$ cat config.mk
export PLATFORM = sky130hd
export DESIGN_NAME = adr_dev_flat
export DESIGN_NICKNAME = d
export VERILOG_FILES = /design/src/core/adr_pkg.sv /design/src/core/adr_if.sv /design/src/core/adr_dev.sv /design/src/flat_wrapper.sv
export SDC_FILE = /design/constraint.sdc
export NUM_CORES = 1
export LEC_CHECK = 0
export BUFFER_PORTS_ARGS = -buffer_cell sky130_fd_sc_hd__buf_2
export CORE_UTILIZATION = 50
export DETAILED_ROUTE_END_ITERATION = 12
export PLACE_DENSITY = 0.81
export SYNTH_ARGS = -nofsm -noshare
export SYNTH_HDL_FRONTEND = slang
export SYNTH_SLANG_ARGS = --single-unit
export TNS_END_PERCENT = 100
$ cat constraint.sdc
create_clock -name clk_i -period 7 [get_ports clk_i]
set_input_delay 1.05 -clock clk_i [delete_from_list [all_inputs] [get_ports clk_i]]
set_output_delay 1.05 -clock clk_i [all_outputs]
set_load 0.03 [all_outputs]
$ cat src/core/adr_pkg.sv
/*
 Shared constants for the queued and extended DMA read command path:
 opcodes, task-file addresses, bit positions and the host's register map.
 Assumes one 100 MHz clock shared by both ends.
*/
package adr_pkg;
	localparam logic [7:0] OP_READ_EXT = 8'h25;
	localparam logic [7:0] OP_READ_QUEUED = 8'hC7;
	localparam logic [7:0] OP_SERVICE = 8'hA2;
	// Task-file addresses; 1 is feature on write and error on read, 7 command/status
	localparam logic [2:0] TF_FEATURE = 3'h1;
	localparam logic [2:0] TF_SECCNT = 3'h2;
	localparam logic [2:0] TF_SECNUM = 3'h3;
	localparam logic [2:0] TF_CYLLO = 3'h4;
	localparam logic [2:0] TF_CYLHI = 3'h5;
	localparam logic [2:0] TF_DEVHEAD = 3'h6;
	localparam logic [2:0] TF_COMMAND = 3'h7;
	localparam int ST_BSY = 7;
	localparam int ST_RDY = 6;
	localparam int ST_SERVICE = 4;
	localparam int ST_DRQ = 3;
	localparam int ST_ERR = 0;
	localparam int ER_UNC = 6;
	localparam int ER_ABT = 2;
	localparam int DH_LBA = 6;
	localparam logic [2:0] SC_RELEASED = 3'h4;
	localparam logic [2:0] SC_COMPLETE = 3'h3;
	localparam logic [7:0] DH_EXT = 8'hE0;
	localparam logic [7:0] WORD_LAST = 8'hFF;
	localparam logic [16:0] SECS_EXT_ZERO = 17'h1_0000;
	localparam logic [16:0] SECS_Q_ZERO = 17'h0_0100;
	localparam logic [7:0] TF_RESET = 8'h00;
	localparam logic [7:0] WB_CTRL = 8'h00;
	localparam logic [7:0] WB_LBA_LO = 8'h04;
	localparam logic [7:0] WB_LBA_HI = 8'h08;
	localparam logic [7:0] WB_COUNT = 8'h0C;
	localparam logic [7:0] WB_RESULT = 8'h10;
	localparam logic [7:0] WB_FAIL_LO = 8'h14;
	localparam logic [7:0] WB_FAIL_HI = 8'h18;
	localparam logic [3:0] WR_LAST_STEP = 4'hA;
	localparam logic [3:0] RD_LAST_STEP = 4'h7;
	typedef enum logic [2:0] {D_IDLE, D_RELEASED, D_FETCH, D_XFER, D_DONE} adr_dstate_t;
	typedef enum logic [1:0] {H_IDLE, H_WR, H_WAIT, H_RD} adr_hstate_t;
endpackage

$ cat src/core/adr_if.sv
/*
 Task-file and slave-DMA link between host adapter and drive.
 Assumes both ends share clk_i; every signal is driven from a flip-flop.
*/
`timescale 1ns/1ps
`default_nettype none
interface adr_if;
	logic we;
	logic re;
	logic [2:0] addr;
	logic [7:0] wdata;
	logic high_order_readback;
	logic dmack;
	logic [7:0] rdata;
	logic dmarq;
	logic [15:0] dma_data;
	logic intrq;
	modport dev (input we, re, addr, wdata, high_order_readback, dmack, output rdata, dmarq, dma_data, intrq);
	modport host (output we, re, addr, wdata, high_order_readback, dmack, input rdata, dmarq, dma_data, intrq);
endinterface
`default_nettype wire

$ cat src/core/adr_dev.sv
/*
 Drive end: task file, decode of the extended and queued DMA reads,
 bus release and service, and word pacing from the media to the host.
 Assumes the media streams words on request and flags uncorrectable sectors.
*/
// Notes on behaviour
// (RL1) Opcode 25h starts the extended read.
// (RL2) Opcode C7h starts the tagged queued read.
// (RL3) Media sectors go out as 16-bit words.
// (RL4) Host arms its DMA channel before the opcode; here dmack is enabled only in H_WAIT, after the opcode write.
// (RL5) Words move only while the request is high.
// (RL6) One interrupt per command, after final status.
// (RL7) Uncorrectable sector stops the read there.
// (RL8) Extended count 16 bits; zero means 65,536.
// (RL9) 48-bit address in current/previous bytes, readback-selected.
// (RL10) Queued read releases or transfers at once.
// (RL11) Host reselects with SERVICE after a release.
// (RL12) No release once the data phase starts.
// (RL13) Queued count from feature; zero means 256.
// (RL14) Tag taken from sector count bits 7-3.
// (RL15) Queued address: sector, cylinders, head bits.
// (RL16) Release: tag, release flag set, direction bits cleared.
// (RL17) Service flag cleared at release, set when ready.
// (RL18) Completion: tag, flags 011, service flag cleared.
// (RL19) Failing sector address left on queued error.
// (RL20) lba_select picks block or CHS addressing.
// (RL21) Outcome in error and status, busy clear.
`timescale 1ns/1ps
`default_nettype none
module adr_dev
	import adr_pkg::*;
(
	input wire logic clk_i, // 100 MHz clock
	input wire logic sys_rst_i, // async reset, active high
	adr_if.dev tf, // task file and DMA link
	output logic med_start_o, // pulse: start media read
	output logic [47:0] med_addr_o, // start address
	output logic med_lba_mode_o, // 1 block address, 0 CHS
	output logic [16:0] med_count_o, // sectors to read
	output logic med_ready_o, // word holder free
	input wire logic med_valid_i, // media word valid
	input wire logic [15:0] med_word_i, // media word
	input wire logic med_err_i, // uncorrectable sector
	input wire logic [47:0] med_err_addr_i, // failing sector address
	input wire logic data_ready_i // queued data already cached
);
	adr_dstate_t state_reg, state_next;
	logic [7:0] tf_cur [1:6];
	logic [7:0] tf_prev [1:6];
	logic queued_reg;
	logic [4:0] tag_reg;
	logic service_flag_reg;
	logic stop_reg;
	logic [7:0] err_reg;
	logic [16:0] sec_left_reg;
	logic [7:0] word_cnt_reg;
	logic full_next;
	logic cmd_wr;
	logic bad_cmd;
	logic release_event;
	logic word_taken;
	logic last_word;
	logic [15:0] ext_cnt;
	logic [7:0] status;

	assign cmd_wr = tf.we && tf.addr == TF_COMMAND;
	assign bad_cmd = tf.wdata != OP_READ_EXT && tf.wdata != OP_READ_QUEUED;
	assign release_event = state_reg == D_IDLE && cmd_wr && tf.wdata == OP_READ_QUEUED && !data_ready_i; // see (RL10)
	assign word_taken = state_reg == D_XFER && tf.dmack && tf.dmarq; // see (RL5)
	assign last_word = word_taken && word_cnt_reg == WORD_LAST && sec_left_reg == 17'h0_0001;
	assign ext_cnt = {tf_prev[TF_SECCNT], tf_cur[TF_SECCNT]}; // see (RL8)
	assign status = {state_reg == D_FETCH, 1'b1, 1'b0, service_flag_reg, state_reg == D_XFER, 2'b00, |err_reg}; // see (RL21)

	always_comb begin
		state_next = state_reg;
		unique case (state_reg)
			D_IDLE: begin
				if (cmd_wr) begin
					if (tf.wdata == OP_READ_EXT) // see (RL1)
						state_next = D_FETCH;
					else if (tf.wdata == OP_READ_QUEUED) // see (RL2)
						state_next = data_ready_i ? D_FETCH : D_RELEASED; // see (RL10)
					else
						state_next = D_DONE;
				end
			end
			D_RELEASED: begin
				if (cmd_wr && tf.wdata == OP_SERVICE && service_flag_reg) // see (RL11)
					state_next = D_FETCH;
			end
			D_FETCH: state_next = D_XFER;
			// No path back to release once words flow; see (RL12)
			D_XFER: begin
				// A held word is still handed over after an error, so dmarq never drops under a pending dmack
				if (last_word || ((med_err_i || stop_reg) && (!tf.dmarq || word_taken))) // see (RL7)
					state_next = D_DONE;
			end
			D_DONE: state_next = D_IDLE;
			default: state_next = D_IDLE;
		endcase
	end

	always_ff @(posedge clk_i or posedge sys_rst_i) begin
		if (sys_rst_i)
			state_reg <= D_IDLE;
		else
			state_reg <= state_next;
	end

	// Writes land only in D_IDLE or D_RELEASED, so host writes and drive updates never collide
	always_ff @(posedge clk_i or posedge sys_rst_i) begin
		if (sys_rst_i) begin
			for (int i = 1; i <= 6; i++) begin
				tf_cur[i] <= TF_RESET;
				tf_prev[i] <= TF_RESET;
			end
		end else if (tf.we && tf.addr != TF_COMMAND && tf.addr != 3'h0 &&
			(state_reg == D_IDLE || state_reg == D_RELEASED)) begin
			tf_prev[tf.addr] <= tf_cur[tf.addr];
			tf_cur[tf.addr] <= tf.wdata;
		end else if (release_event) begin
			tf_cur[TF_SECCNT] <= {tf_cur[TF_SECCNT][7:3], SC_RELEASED}; // see (RL16)
		end else if (state_reg == D_XFER && med_err_i) begin
			tf_cur[TF_SECNUM] <= med_err_addr_i[7:0]; // see (RL9)
			tf_cur[TF_CYLLO] <= med_err_addr_i[15:8];
			tf_cur[TF_CYLHI] <= med_err_addr_i[23:16];
			tf_prev[TF_SECNUM] <= med_err_addr_i[31:24];
			tf_prev[TF_CYLLO] <= med_err_addr_i[39:32];
			tf_prev[TF_CYLHI] <= med_err_addr_i[47:40];
			if (queued_reg)
				tf_cur[TF_DEVHEAD][3:0] <= med_err_addr_i[27:24]; // see (RL19)
		end else if (state_reg == D_DONE && queued_reg) begin
			tf_cur[TF_SECCNT] <= {tag_reg, SC_COMPLETE}; // see (RL18)
		end
	end

	always_ff @(posedge clk_i or posedge sys_rst_i) begin
		if (sys_rst_i) begin
			queued_reg <= 1'b0;
			tag_reg <= 5'h00;
			sec_left_reg <= 17'h0_0000;
			err_reg <= 8'h00;
		end else if (state_reg == D_IDLE && cmd_wr) begin
			queued_reg <= tf.wdata == OP_READ_QUEUED;
			tag_reg <= tf_cur[TF_SECCNT][7:3]; // see (RL14)
			err_reg <= bad_cmd ? 8'h04 : 8'h00; // see (RL21)
			if (tf.wdata == OP_READ_QUEUED) // see (RL13)
				sec_left_reg <= tf_cur[TF_FEATURE] == 8'h00 ? SECS_Q_ZERO : {9'h000, tf_cur[TF_FEATURE]};
			else
				sec_left_reg <= ext_cnt == 16'h0000 ? SECS_EXT_ZERO : {1'b0, ext_cnt}; // see (RL8)
		end else if (state_reg == D_XFER && med_err_i) begin
			err_reg[ER_UNC] <= 1'b1;
		end else if (word_taken && word_cnt_reg == WORD_LAST) begin
			sec_left_reg <= sec_left_reg - 17'h0_0001;
		end
	end

	always_ff @(posedge clk_i or posedge sys_rst_i) begin
		if (sys_rst_i)
			word_cnt_reg <= 8'h00;
		else if (state_reg == D_FETCH)
			word_cnt_reg <= 8'h00;
		else if (word_taken)
			word_cnt_reg <= word_cnt_reg + 8'h01;
	end

	always_ff @(posedge clk_i or posedge sys_rst_i) begin
		if (sys_rst_i)
			service_flag_reg <= 1'b0;
		else if (release_event || state_reg == D_DONE) // see (RL17)
			service_flag_reg <= 1'b0;
		else if (state_reg == D_RELEASED && data_ready_i)
			service_flag_reg <= 1'b1;
	end

	// No media word is accepted once a sector has failed
	always_ff @(posedge clk_i or posedge sys_rst_i) begin
		if (sys_rst_i)
			stop_reg <= 1'b0;
		else if (state_reg == D_DONE)
			stop_reg <= 1'b0;
		else if (state_reg == D_XFER && med_err_i) // see (RL7)
			stop_reg <= 1'b1;
	end

	// Set wins over the status-read clear so a late completion is never lost
	always_ff @(posedge clk_i or posedge sys_rst_i) begin
		if (sys_rst_i)
			tf.intrq <= 1'b0;
		else if (state_reg == D_DONE) // see (RL6)
			tf.intrq <= 1'b1;
		else if (tf.re && tf.addr == TF_COMMAND)
			tf.intrq <= 1'b0;
	end

	always_ff @(posedge clk_i or posedge sys_rst_i) begin
		if (sys_rst_i) begin
			tf.rdata <= 8'h00;
		end else begin
			unique case (tf.addr)
				3'h0: tf.rdata <= 8'h00;
				TF_FEATURE: tf.rdata <= err_reg;
				TF_COMMAND: tf.rdata <= status;
				default: tf.rdata <= tf.high_order_readback ? tf_prev[tf.addr] : tf_cur[tf.addr]; // see (RL9)
			endcase
		end
	end

	// A single word holder: the media stalls until the host has taken the last word
	always_comb begin
		full_next = tf.dmarq;
		if (tf.dmack)
			full_next = 1'b0;
		if (med_valid_i && med_ready_o)
			full_next = 1'b1;
		if (state_next != D_XFER) // see (RL7)
			full_next = 1'b0;
	end

	always_ff @(posedge clk_i or posedge sys_rst_i) begin
		if (sys_rst_i) begin
			tf.dmarq <= 1'b0;
			tf.dma_data <= 16'h0000;
			med_ready_o <= 1'b0;
		end else begin
			tf.dmarq <= full_next; // see (RL5)
			med_ready_o <= state_next == D_XFER && !full_next && !med_err_i && !stop_reg; // see (RL7)
			if (med_valid_i && med_ready_o)
				tf.dma_data <= med_word_i; // see (RL3)
		end
	end

	always_ff @(posedge clk_i or posedge sys_rst_i) begin
		if (sys_rst_i) begin
			med_start_o <= 1'b0;
			med_addr_o <= 48'h0000_0000_0000;
			med_lba_mode_o <= 1'b0;
			med_count_o <= 17'h0_0000;
		end else begin
			med_start_o <= state_reg == D_FETCH;
			if (state_reg == D_FETCH) begin
				med_count_o <= sec_left_reg;
				if (queued_reg) begin // see (RL15)
					med_addr_o <= {20'h0_0000, tf_cur[TF_DEVHEAD][3:0], tf_cur[TF_CYLHI],
						tf_cur[TF_CYLLO], tf_cur[TF_SECNUM]};
					med_lba_mode_o <= tf_cur[TF_DEVHEAD][DH_LBA]; // see (RL20)
				end else begin
					med_addr_o <= {tf_prev[TF_CYLHI], tf_prev[TF_CYLLO], tf_prev[TF_SECNUM],
						tf_cur[TF_CYLHI], tf_cur[TF_CYLLO], tf_cur[TF_SECNUM]};
					med_lba_mode_o <= 1'b1;
				end
			end
		end
	end
endmodule
`default_nettype wire

$ cat src/flat_wrapper.sv
// flat-port wrapper written by rule: the top's interface ports become plain ports
module adr_dev_flat import adr_pkg::*;
  (clk_i, sys_rst_i, med_start_o, med_addr_o, med_lba_mode_o, med_count_o, med_ready_o, med_valid_i, med_word_i, med_err_i, med_err_addr_i, data_ready_i, tf_we, tf_re, tf_addr, tf_wdata, tf_high_order_readback, tf_dmack, tf_rdata, tf_dmarq, tf_dma_data, tf_intrq);
  adr_if tf_i ();
  input wire logic clk_i;
  input wire logic sys_rst_i;
  output logic med_start_o;
  output logic [47:0] med_addr_o;
  output logic med_lba_mode_o;
  output logic [16:0] med_count_o;
  output logic med_ready_o;
  input wire logic med_valid_i;
  input wire logic [15:0] med_word_i;
  input wire logic med_err_i;
  input wire logic [47:0] med_err_addr_i;
  input wire logic data_ready_i;
  input wire logic [$bits(tf_i.we)-1:0] tf_we;
  input wire logic [$bits(tf_i.re)-1:0] tf_re;
  input wire logic [$bits(tf_i.addr)-1:0] tf_addr;
  input wire logic [$bits(tf_i.wdata)-1:0] tf_wdata;
  input wire logic [$bits(tf_i.high_order_readback)-1:0] tf_high_order_readback;
  input wire logic [$bits(tf_i.dmack)-1:0] tf_dmack;
  output wire logic [$bits(tf_i.rdata)-1:0] tf_rdata;
  output wire logic [$bits(tf_i.dmarq)-1:0] tf_dmarq;
  output wire logic [$bits(tf_i.dma_data)-1:0] tf_dma_data;
  output wire logic [$bits(tf_i.intrq)-1:0] tf_intrq;
  assign tf_i.we = tf_we;
  assign tf_i.re = tf_re;
  assign tf_i.addr = tf_addr;
  assign tf_i.wdata = tf_wdata;
  assign tf_i.high_order_readback = tf_high_order_readback;
  assign tf_i.dmack = tf_dmack;
  assign tf_rdata = tf_i.rdata;
  assign tf_dmarq = tf_i.dmarq;
  assign tf_dma_data = tf_i.dma_data;
  assign tf_intrq = tf_i.intrq;
  adr_dev u_core (.clk_i(clk_i), .sys_rst_i(sys_rst_i), .tf(tf_i), .med_start_o(med_start_o), .med_addr_o(med_addr_o), .med_lba_mode_o(med_lba_mode_o), .med_count_o(med_count_o), .med_ready_o(med_ready_o), .med_valid_i(med_valid_i), .med_word_i(med_word_i), .med_err_i(med_err_i), .med_err_addr_i(med_err_addr_i), .data_ready_i(data_ready_i));
endmodule
==> flow_summary.yaml <==
clock_network:
  post-cts-setup-buffers: 0
  htree_levels: 1
  clockBufferDepth: 3
  cts_resized: 0
  cts.sink_count: 220
  insertion_delay_ns: 0.53
  cts_made_buffers: 24
  cts_root_buf: "clkbuf_16"
  cts_tree: "done"
  postCtsHoldBufs: 0
  clk_pin_slew_worst_paths_ns: 0.06
critical_path:
  setup.worst_path.class: "input pin to flip-flop"
  crit_required_ns: 7.35
  worstPathArrival_ns: 4.01
  end_kind: "flip-flop"
  slowest_delay_ns: 0.72
  crit_fanout: 50
  worstSetupStartpointType: "input pin"
  crit_chain: "buf_2 > buf_4 > and3_1 > nand3_1 > nor3_2 > a21oi_1 > a22oi_1 > o21ai_1"
  cp_slowest_cell: "nand3_1"
timing:
  worst_pin_slew_ns: 1.048
  postLayoutSetupSlackWorst_ns: 3.349
  final-setup-viol-count: 0
  worst_hold_slack_ns: 0.4641
  finClkSkew_ns: 0.02544
  clock.fmax_ghz: 0.2739
  final-max-slew-violation-count: 0
  finalSetupTns_ns: 0
  rsz0062_at_grt: "false"
  finalCritPeriodShare_pct: 52.15
  finalHoldViolations: 0
  period_minus_slack_ns: 3.651
  relSlewSlack_pct: 30.02
finish:
  largestRegisters: "u_core.med_addr_o: 48 flops, u_core.tf_cur: 40 flops, u_core.tf_prev: 32 flops"
  drive_gt1_share_pct: 21.79
  final_util_pct: 61.07
  multi_input_area_um2: 4609
  fin_nets: 1391
  area_delta_synth_final_pct: 18.84
  regMostFlops: "u_core.med_addr_o"
  largest_reg_flops: 48
  register_area_um2: 5505
  fillers: 1725
die:
  die_w_um: 146.7
  row_count: 52
  die_height_um: 146.7
  ioPinCount: 178
  start_util_pct: 51.39
  die-area_um2: 21510
  core_region_area_um2: 20360
global_routing:
  grt_max_degree: 78
  gr-total-overflow: 0
  grt_pass1_vias: 9036
  grt_pass1_wl_um: 47920
  antenna_found_initial: 0
  track_usage_pct: 28.05
flow_run:
  maxCapViolCount: 0
min_path:
  hold_class: "flip-flop to flip-flop"
power_and_ir_drop:
  switching_share_pct: 30.04
  ir_drop_mv: 0.1846
  power_density_nw_per_um2: 310.2
  p_int_mw: 2.699
  combPwrFrac_pct: 17.9
  power_frac_clock_pct: 39.0
  p_seq_share_pct: 43.1
  switching_power_mw: 1.159
  p_leak_nw: 6.244
placed_design:
  port_buffers: 177
  place_ws_ns: 2.904
  dp_hpwl_um: 20900
  place.gp.congestion: 0.9735
synth:
  ys_seq_area_share_pct: 52.61
  synthTopCellsByArea: "dfrtp_1 53%, nand2_1 10%, a21oi_1 4.6%"
  synth_ff_type: "dfrtp_1"
  synth_cells: 1163
  synth-warning-count: 0
  synth_top_area_cell: "dfrtp_1"
  async_flop_share_pct: 100.0
  avgSynthCellArea_um2: 8.998
  synth_area_um2: 10470
  synthDominantCellAreaShare_pct: 52.61
  syn-num-nets: 1250
  ys_seq_elements: 220
  synth_cell_types: 56
  synth_common_cells: "289 x nand2_1, 220 x dfrtp_1, 115 x nor2_1"
  yosysMostFrequentCell: "nand2_1"
  synth_edf_count: 0
routing:
  vias: 9273
  route.detailed.drc: 0
  drtIter0Drc: 988
  vias_per_cell: 5.821
  drt-wirelength-per-cell_um: 18.86
  antenna_left: 0
  drt_pass1_iterations: 5
  wl_um: 30050
outcome:
  status: "complete, no violations"
-- power groups by stage --
stage | logic (mW) | registers, mW | clock network, mW
finish | 0.691 | 1.66 | 1.50
global route | 0.755 | 1.69 | 1.57
CTS | 0.690 | 1.66 | 1.52
detailed placement | 0.682 | 1.68 | 0
global placement | 0.663 | 1.68 | 0
floorplan | 0.357 | 1.75 | 0
-- placed cells by master (no fill, tap or decap), types with 4 or more instances in the layout --
| cell type | instances |
|---|---|
| and3_1 | 13 |
| a211oi_1 | 5 |
| o31ai_1 | 5 |
| o21ai_0 | 82 |
| a31oi_1 | 9 |
| clkinv_2 | 7 |
| mux2_2 | 40 |
| nand3b_1 | 19 |
| a22oi_1 | 6 |
| mux2i_1 | 33 |
| nand4_1 | 9 |
| xor2_1 | 6 |
| inv_1 | 15 |
| xnor2_1 | 11 |
| o22ai_1 | 4 |
| dfrtp_1 | 220 |
| and3b_1 | 4 |
| nor4_1 | 10 |
| nand3_1 | 10 |
| o21ai_1 | 10 |
| nor3_1 | 18 |
| nor2_1 | 115 |
| clkbuf_16 | 25 |
| buf_2 | 177 |
| a221o_1 | 4 |
| nand2_1 | 288 |
| bufinv_16 | 8 |
| buf_4 | 10 |
| nor2b_1 | 9 |
| a21oi_1 | 96 |
-- per-layer routing --
layer | track usage, % | routed length [um] | vias to the layer above
met1 | 38.75 | 12690 | 4536
met2 | 44.31 | 14120 | 418
li1 | - | - | 4241
met5 | 0 | 0 | -
met4 | 10.36 | 833 | 0
met3 | 4.938 | 2409 | 78
-- worst paths after layout --
path / slack, ns / cells past startpoint / endpoint / start
max: 3.35 / 8 / u_core.ext_cnt[3] / tf_addr[0]
min: 0.46 / 2 / u_core.med_addr_o[41] / u_core.med_addr_o[41]
max reg2reg: 3.85 / 5 / u_core.tf_cur[1] / u_core.state_reg[2]
min reg2reg: 0.46 / 2 / u_core.med_addr_o[41] / u_core.med_addr_o[41]
max in group asynchronous: 4.81 / 3 / u_core.med_addr_o[18] / sys_rst_i
min in group asynchronous: 0.75 / 2 / u_core.sec_left_reg[15] / sys_rst_i
-- worst max-delay path: cells and delay by family --
kind | cells | cell delay, ns
and+or+nand+nor | 3 | 1.86
AOI/OAI and AO/OA | 3 | 0.47
buffers and inverters | 2 | 0.59
-- cell type report --
cell class | instances | area share, %
Multi-Input combinational cell | 853 | 37.06
Clock inverter | 16 | 2.274
Clock buffer | 28 | 5.362
Antenna cell | 1 | 0.02012
Inverter | 18 | 0.5734
Timing Repair Buffer | 187 | 7.726
Tap cell | 270 | 2.716
Sequential cell | 220 | 44.27
-- per-stage QoR --
step / cells / instance area [um^2] / total power [mW]
2_1_floorplan: 1163 / 10470 / 2.102
5_1_grt: 1592 / 12430 / 4.013
4_1_cts: 1592 / 12430 / 3.864
3_5_place_dp: 1548 / 11480 / 2.362
6_report: 1593 / 12440 / 3.858
3_3_place_gp: 1548 / 11480 / 2.341
-- cells by family after synthesis --
| logic type | after synthesis | synth area share (%) |
|---|---|---|
| buf+inv | 90 | 3.527 |
| simple gates | 523 | 22.03 |
| xor+xnor | 17 | 1.423 |
| mux | 73 | 7.461 |
| compound gates | 237 | 12.59 |
| flops | 220 | 52.61 |
| fa+ha+maj | 3 | 0.3587 |
Power figures use the tool's default switching activity.
